`config.mk`:
```
export PLATFORM = sky130hd
export DESIGN_NAME = plcsr_regs
export DESIGN_NICKNAME = d
export VERILOG_FILES = /design/src/hw/plcsr_pkg.sv /design/src/hw/plcsr_regs.sv
export VERILOG_INCLUDE_DIRS = /design/src /design/src/hw
export SDC_FILE = /design/constraint.sdc
export NUM_CORES = 1
export LEC_CHECK = 0
export CAP_MARGIN = 20
export CORE_MARGIN = 5
export CORE_UTILIZATION = 45
export DETAILED_ROUTE_END_ITERATION = 16
export DONT_BUFFER_PORTS = 1
export PLACE_DENSITY = 0.71
export SLEW_MARGIN = 20
export SYNTH_ARGS = -nofsm -noshare
export SYNTH_HDL_FRONTEND = slang
export SYNTH_SLANG_ARGS = --single-unit
```
`constraint.sdc`:
```
create_clock -name clock_i -period 0.9 [get_ports clock_i]
set_input_delay 0.09 -clock clock_i [delete_from_list [all_inputs] [get_ports clock_i]]
set_output_delay 0.09 -clock clock_i [all_outputs]
set_load 0.05 [all_outputs]
```
`src/hw/plcsr_defines.svh`:
```
`ifndef PLCSR_DEFINES_SVH
`define PLCSR_DEFINES_SVH

// Register offsets in configuration space
`define PLCSR_CMD_OFF 8'h04
`define PLCSR_STAT_OFF 8'h06

// Command register fields
`define PLCSR_CMD_IO_BIT 0
`define PLCSR_CMD_MEM_BIT 1
`define PLCSR_CMD_MASTER_BIT 2
`define PLCSR_CMD_SPECIAL_BIT 3
`define PLCSR_CMD_MWI_BIT 4
`define PLCSR_CMD_PALETTE_BIT 5
`define PLCSR_CMD_PERR_BIT 6
`define PLCSR_CMD_STEP_BIT 7
`define PLCSR_CMD_SERR_BIT 8
`define PLCSR_CMD_B2B_BIT 9
`define PLCSR_CMD_WR_MASK 16'h0156
`define PLCSR_CMD_RESET 16'h0000

// Status register fields
`define PLCSR_ST_CAPS_BIT 4
`define PLCSR_ST_HISPEED_BIT 5
`define PLCSR_ST_USERFEAT_BIT 6
`define PLCSR_ST_B2B_BIT 7
`define PLCSR_ST_DPREP_BIT 8
`define PLCSR_ST_TABSIG_BIT 11
`define PLCSR_ST_TABREC_BIT 12
`define PLCSR_ST_IABORT_BIT 13
`define PLCSR_ST_SYSERR_BIT 14
`define PLCSR_ST_PARERR_BIT 15
`define PLCSR_ST_W1C_MASK 16'hF900
`define PLCSR_ST_FIXED 16'h0210
`define PLCSR_ST_RESET 16'h0210
`define PLCSR_ST_STICKY_RESET 16'h0000
`define PLCSR_DEVSEL_MEDIUM 2'h1

// Initiator write command codes
`define PLCSR_BUSCMD_MEMWR 4'h7
`define PLCSR_BUSCMD_MWI 4'hF

`endif

```
`src/hw/plcsr_pkg.sv`:
```
package plcsr_pkg;
   typedef logic [15:0] plcsr_half_t;
   typedef logic [31:0] plcsr_word_t;
   typedef logic [3:0] plcsr_buscmd_t;
endpackage

```
`src/hw/plcsr_regs.sv`:
```
// Function
// - Reserved command and status bits read zero
// - Fast back-to-back enable reads zero, never used
// - Command bit 8 gates system error drive
// - Stepping control hardwired zero, no stepping
// - Command bit 6 gates parity error drive
// - Palette snoop enable reads zero
// - Bit 4 selects write-invalidate over memory write
// - Special cycle enable zero, special cycles ignored
// - Initiating transactions only with bit 2 set
// - Memory cycles claimed only with bit 1
// - I/O space enable zero, never claimed
// - Status 15 set on any parity error
// - Status 14 set when system error signaled
// - Status 13 set on received master abort
// - Status 12 set on received target abort
// - Status 11 set on signaled target abort
// - DEVSEL timing reads 01b, medium decode
// - Status 8 needs perr, mastership, response enabled
// - Fast back-to-back capable hardwired zero
// - User definable features bit hardwired zero
// - High speed capable bit hardwired zero
// - Capability list present always reads one
// - Sticky flags clear only on written one or reset
`timescale 1ns/1ps
`include "plcsr_defines.svh"

module plcsr_regs
   import plcsr_pkg::*;
(
   // Clock and reset
   input wire logic clock_i,
   input wire logic resetn_i,
   // Configuration access
   input wire logic cfg_rd_i,
   input wire logic cfg_wr_i,
   input wire logic [7:0] cfg_addr_i,
   input wire logic [3:0] cfg_be_i,
   input wire logic [31:0] cfg_wdata_i,
   output logic cfg_rvalid_o,
   output logic [31:0] cfg_rdata_o,
   // Bus interface events
   input wire logic addr_parity_error_detected_i,
   input wire logic data_parity_error_detected_i,
   input wire logic perr_seen_i,
   input wire logic master_phase_i,
   input wire logic master_abort_i,
   input wire logic target_abort_rcvd_i,
   input wire logic target_abort_sent_i,
   // Bus interface controls
   output logic serr_o,
   output logic perr_o,
   output logic memory_space_enable_o,
   output logic initiator_enable_o,
   output logic [3:0] mem_write_cmd_o,
   output logic io_space_claim_o,
   output logic special_cycle_claim_o,
   output logic back_to_back_initiate_o,
   output logic stepping_o,
   output logic palette_snoop_o,
   output logic [1:0] devsel_timing_o
);

   localparam logic [7:0] CMD_OFF = `PLCSR_CMD_OFF;

   function automatic logic cfg_hit(input logic [7:0] a);
      cfg_hit = (a[7:2] == CMD_OFF[7:2]);
   endfunction

   ////////////////////////////////////////////////////////////////////////////
   // Byte lane write mask
   logic [3:0] lane_we;
   plcsr_word_t wmask;

   genvar gi;
   generate
      for (gi = 0; gi < 4; gi++) begin : g_lane
         assign lane_we[gi] = cfg_wr_i & cfg_hit(cfg_addr_i) & cfg_be_i[gi];
         assign wmask[gi*8 +: 8] = {8{lane_we[gi]}};
      end
   endgenerate

   ////////////////////////////////////////////////////////////////////////////
   // Command register
   plcsr_half_t cmd_q, cmd_d;
   plcsr_half_t cmd_merged;

   always_comb begin
      cmd_merged = (cmd_q & ~wmask[15:0]) | (cfg_wdata_i[15:0] & wmask[15:0]);
      // Only the five enable bits hold state; the fixed bits drop out here
      cmd_d = cmd_merged & `PLCSR_CMD_WR_MASK;
   end

   always_ff @(posedge clock_i or negedge resetn_i) begin
      if (!resetn_i) begin
         cmd_q <= `PLCSR_CMD_RESET;
      end else begin
         cmd_q <= cmd_d;
      end
   end

   ////////////////////////////////////////////////////////////////////////////
   // Error drive requests, one cycle after the detected error
   logic serr_q, serr_d;
   logic perr_q, perr_d;

   always_comb begin
      serr_d = addr_parity_error_detected_i & cmd_q[`PLCSR_CMD_SERR_BIT];
      perr_d = data_parity_error_detected_i & cmd_q[`PLCSR_CMD_PERR_BIT];
   end

   always_ff @(posedge clock_i or negedge resetn_i) begin
      if (!resetn_i) begin
         serr_q <= 1'h0;
         perr_q <= 1'h0;
      end else begin
         serr_q <= serr_d;
         perr_q <= perr_d;
      end
   end

   ////////////////////////////////////////////////////////////////////////////
   // Sticky error flags
   plcsr_half_t sticky_q, sticky_d;
   plcsr_half_t sticky_set, sticky_clr;

   always_comb begin
      sticky_set = 16'h0000;
      sticky_set[`PLCSR_ST_PARERR_BIT] = addr_parity_error_detected_i | data_parity_error_detected_i;
      // Set only after the drive request really went out
      sticky_set[`PLCSR_ST_SYSERR_BIT] = serr_q;
      sticky_set[`PLCSR_ST_IABORT_BIT] = master_abort_i;
      sticky_set[`PLCSR_ST_TABREC_BIT] = target_abort_rcvd_i;
      sticky_set[`PLCSR_ST_TABSIG_BIT] = target_abort_sent_i;
      sticky_set[`PLCSR_ST_DPREP_BIT] = perr_seen_i & master_phase_i &
                                        cmd_q[`PLCSR_CMD_PERR_BIT];
      // Write one clears; a same-cycle event wins over the clear
      sticky_clr = cfg_wdata_i[31:16] & wmask[31:16];
      sticky_d = ((sticky_q & ~sticky_clr) | sticky_set) & `PLCSR_ST_W1C_MASK;
   end

   always_ff @(posedge clock_i or negedge resetn_i) begin
      if (!resetn_i) begin
         sticky_q <= `PLCSR_ST_STICKY_RESET;
      end else begin
         sticky_q <= sticky_d;
      end
   end

   ////////////////////////////////////////////////////////////////////////////
   // Read path
   plcsr_half_t stat_rd;
   logic rvalid_q, rvalid_d;
   plcsr_word_t rdata_q, rdata_d;

   always_comb begin
      // Fixed bits: devsel 01b, capability list 1, the rest zero
      stat_rd = sticky_q | `PLCSR_ST_FIXED;
      rvalid_d = cfg_rd_i;
      // Misses return zero; data stands for the one cycle of the answer
      rdata_d = 32'h0000_0000;
      if (cfg_rd_i && cfg_hit(cfg_addr_i)) begin
         // Reserved bits and read-only zero command bits stay zero
         rdata_d = {stat_rd, cmd_q};
      end
   end

   always_ff @(posedge clock_i or negedge resetn_i) begin
      if (!resetn_i) begin
         rvalid_q <= 1'h0;
         rdata_q <= 32'h0000_0000;
      end else begin
         rvalid_q <= rvalid_d;
         rdata_q <= rdata_d;
      end
   end

   ////////////////////////////////////////////////////////////////////////////
   // Outputs
   assign cfg_rvalid_o = rvalid_q;
   assign cfg_rdata_o = rdata_q;
   assign serr_o = serr_q;
   assign perr_o = perr_q;
   assign memory_space_enable_o = cmd_q[`PLCSR_CMD_MEM_BIT];
   assign initiator_enable_o = cmd_q[`PLCSR_CMD_MASTER_BIT];
   assign mem_write_cmd_o = cmd_q[`PLCSR_CMD_MWI_BIT] ?
                            `PLCSR_BUSCMD_MWI : `PLCSR_BUSCMD_MEMWR;
   assign io_space_claim_o = 1'h0;
   assign special_cycle_claim_o = 1'h0;
   assign back_to_back_initiate_o = 1'h0;
   assign stepping_o = 1'h0;
   assign palette_snoop_o = 1'h0;
   assign devsel_timing_o = `PLCSR_DEVSEL_MEDIUM;

   logic clr15;
   assign clr15 = lane_we[3] & cfg_wdata_i[31];
endmodule // plcsr_regs

```
==> summary.txt <==
Run status
  – Status: finished with violations
  – Failing checks: setup timing

Synth
  – Netlist cell types: 18
  – Top post-synthesis cells by count: 32 x buf_4, 26 x dfrtp_1, 13 x and2_1, 6 x nor2_1
  – Mux contribution to synthesized area: 0.0472
  – Post-Synth Adder-Cell Area: 0
  – Count leader, synth: buf_4
  – Top cell type's share of synthesized area: 0.545
  – Sequential area share after synthesis: 0.545
  – Yosys top cell by area: dfrtp_1
  – Syn Inst Count: 104
  – Mapped cell area: 1190 sq um
  – Mapped Avg Cell Area: 11.5 sq um
  – Ys flop type: dfrtp_1
  – Synthesis-stage register bit count: 26
  – Post-Synth XOR/XNOR Area: 0
  – Number of flops mapped to enable cells by yosys: 0
  – Async SR Flop Fraction: 1.00
  – Synth top area cells: dfrtp_1 55%, buf_4 20%, and2_1 6.8%
  – Largest family of logic cells by synthesized area: buffers and inverters
  – Post-Synth Simple-Gate Area: 0.144
  – Post-synthesis compound-gate area fraction: 0.0367
  – Yosys Warn Count: 0

Clock tree
  – Number of CTS-inserted buffers: 3
  – Clk slew on worst S/H paths: 0.13 ns
  – CTS tree: yes
  – CTS max path bufs: 2
  – CTS sink count: 26
  – H-tree depth: 1
  – Clk root buf: clkbuf_4
  – Clock latency on the worst-skew pair: 0.31 ns

Floorplan
  – Initial Utilization: 0.477
  – Rows: 18
  – Die Height: 61.5 microns
  – # IOs: 103
  – Width of the chip: 61.5 microns
  – Core Box Area: 2500 sq um
  – Die area: 3780 sq um

GRT
  – Tot GR Track Use: 0.127
  – Initial antenna violation count: 0
  – Grt total ovfl: 0
  – First-pass GRT wire length: 3460 microns
  – Vias in the first global route: 795
  – Largest net degree at the start of global routing: 27

Power
  – Clock power share: 0.215
  – Internal power: 1.51 mW
  – Sequential Power Share: 0.544
  – Combinational power share: 0.241
  – Net Switching: 0.735 mW
  – Worst vdd ir: 0.995 mV
  – Sw frac: 0.327
  – Pleak: 0.798 nW
  – Total power draw: 2.25 mW
  – Pwr per Cell Area: 1420 nW/um^2

Job
  – Max cap viols: 0

Critical path
  – Crit-path slowest cell: dfrtp_2
  – Setup CP Type: reg -> out
  – CP Buf/Inv Count: 1
  – Critical path's top delay family: flip-flops
  – Worst path arrival time: 0.91 ns
  – Data required, critical path: 0.81 ns
  – Max incr delay on CP: 0.44 ns
  – Critical Path, Cell by Cell: buf_12
  – Crit Path Max Fanout: 2
  – CP startpoint kind: flip-flop
  – Crit end category: output port

Finish
  – Final #Nets: 200
  – Fin cells: 174
  – ANT cells: 0
  – Layout Cell Area excl Fill: 1590 sq um
  – Finished Core Util: 0.635
  – Layout area overhead: 32.9%
  – Layout cell share with drive strength beyond 1: 0.257

Place
  – Inst Count DP: 149
  – Area after DPL: 1270 sq um
  – I/O Buffers: 0
  – Final Wtd Congestion: 0.628
  – Hpwl dp: 1840 microns

Route
  – Iter 0 DRT Violations: 6
  – Vias per inst: 4.35
  – Wire per inst: 13.8 microns
  – Post-route ant nets: 0
  – Drt total wl: 2410 microns
  – Drt pass-1 iters: 4
  – Post-route DRC: 0
  – Via Count: 757

STA
  – Setup TNS: -1.09 ns
  – Final worst setup slack: -0.0981 ns
  – Fin Clk Skew: 0.00546 ns
  – Max Slew Vio Count: 0
  – Hold Vio Cnt, Final: 0
  – # setup viols final: 19
  – Final min period: 0.998 ns
  – Fmax: 1000 MHz
  – Final period utilization: 1.11
  – RSZ-0062 raised after global routing: yes

Min path
  – HP Class: in -> reg
==> placed cells by master, fill, tap and decap left out <==
cell type	count
conb_1	29
dfrtp_1	23
dlygate4sd3_1	18
buf_6	18
and2_1	13
nor2_1	6
inv_1	5
a31oi_1	5
mux2_2	4
dfrtp_2	3
clkbuf_4	3
buf_12	3
buf_4	3
nor4b_4	1
and3_1	1
and4_1	1
nand3_1	1
o21a_1	1
o21ai_1	1
nor3_1	1
nand4_2	1
mux2_4	1
nand4_1	1
clkbuf_1	1
==> layer usage <==
layer	up-vias	wire, microns	GRT usage
met1	353	812	0.123
met3	2	302	0.0440
met2	48	1280	0.242
met4	0	12	0.0485
met5	-	0	0
li1	354	-	-
==> worst paths after layout <==
kind	from	endpoint	slack, ns	cells after the start
setup reg to reg	flip-flop	flip-flop	0.02	2
min in group asynchronous	resetn_i	sticky_q[14]	0.19	2
hold / removal	addr_parity_error_detected_i	sticky_q[15]	0.009	2
hold reg to reg	sticky_q[8]	cfg_rdata_o[24]	0.50	1
setup / recovery	cfg_rdata_o[25]	cfg_rdata_o[25]	-0.1	1
max in group asynchronous	resetn_i	cfg_rdata_o[25]	0.54	2
==> layout make-up <==
class	instances	area, sq um
Tap cell	30	37.5
Clock buffer	4	26.3
Sequential cell	26	654
Inverter	5	18.8
Multi-Input combinational cell	67	384
Fill cell	193	913
Timing Repair Buffer	42	465
==> stage by stage <==
step	setup WS [ns]	hold WS, ns
after global routing	-0.140	0.0252
after floorplan	-0.0807	-0.206
after CTS	-0.119	0.000302
after detailed placement	-0.160	-0.205
final	-0.0981	0.00937
after global placement	-0.116	-0.205
==> what timing repair did <==
action | CTS | global route
buffers inserted | 2 | 0
endpoints found under the hold margin | 40 | 0
setup endpoints to repair | 19 | 20
hold buffers | 19 | 0
gates resized for setup | 17 | 2
==> cell families (layout without fill, tap and decap cells) <==
family	Yosys count	count (layout)
buf+inv	38	51
flops	26	26
simple gates	26	26
compound gates	7	7
mux	5	5
other cells	2	29
==> power by group through the flow <==
stage	Sequential, mW	Combinational, mW	Clock [mW]
finish	1.22	0.541	0.483
global route	1.23	0.566	0.538
CTS	1.22	0.534	0.513
detailed placement	1.24	0.413	0
global placement	1.24	0.410	0
floorplan	1.29	0.420	0
Power figures use the tool's default switching activity.
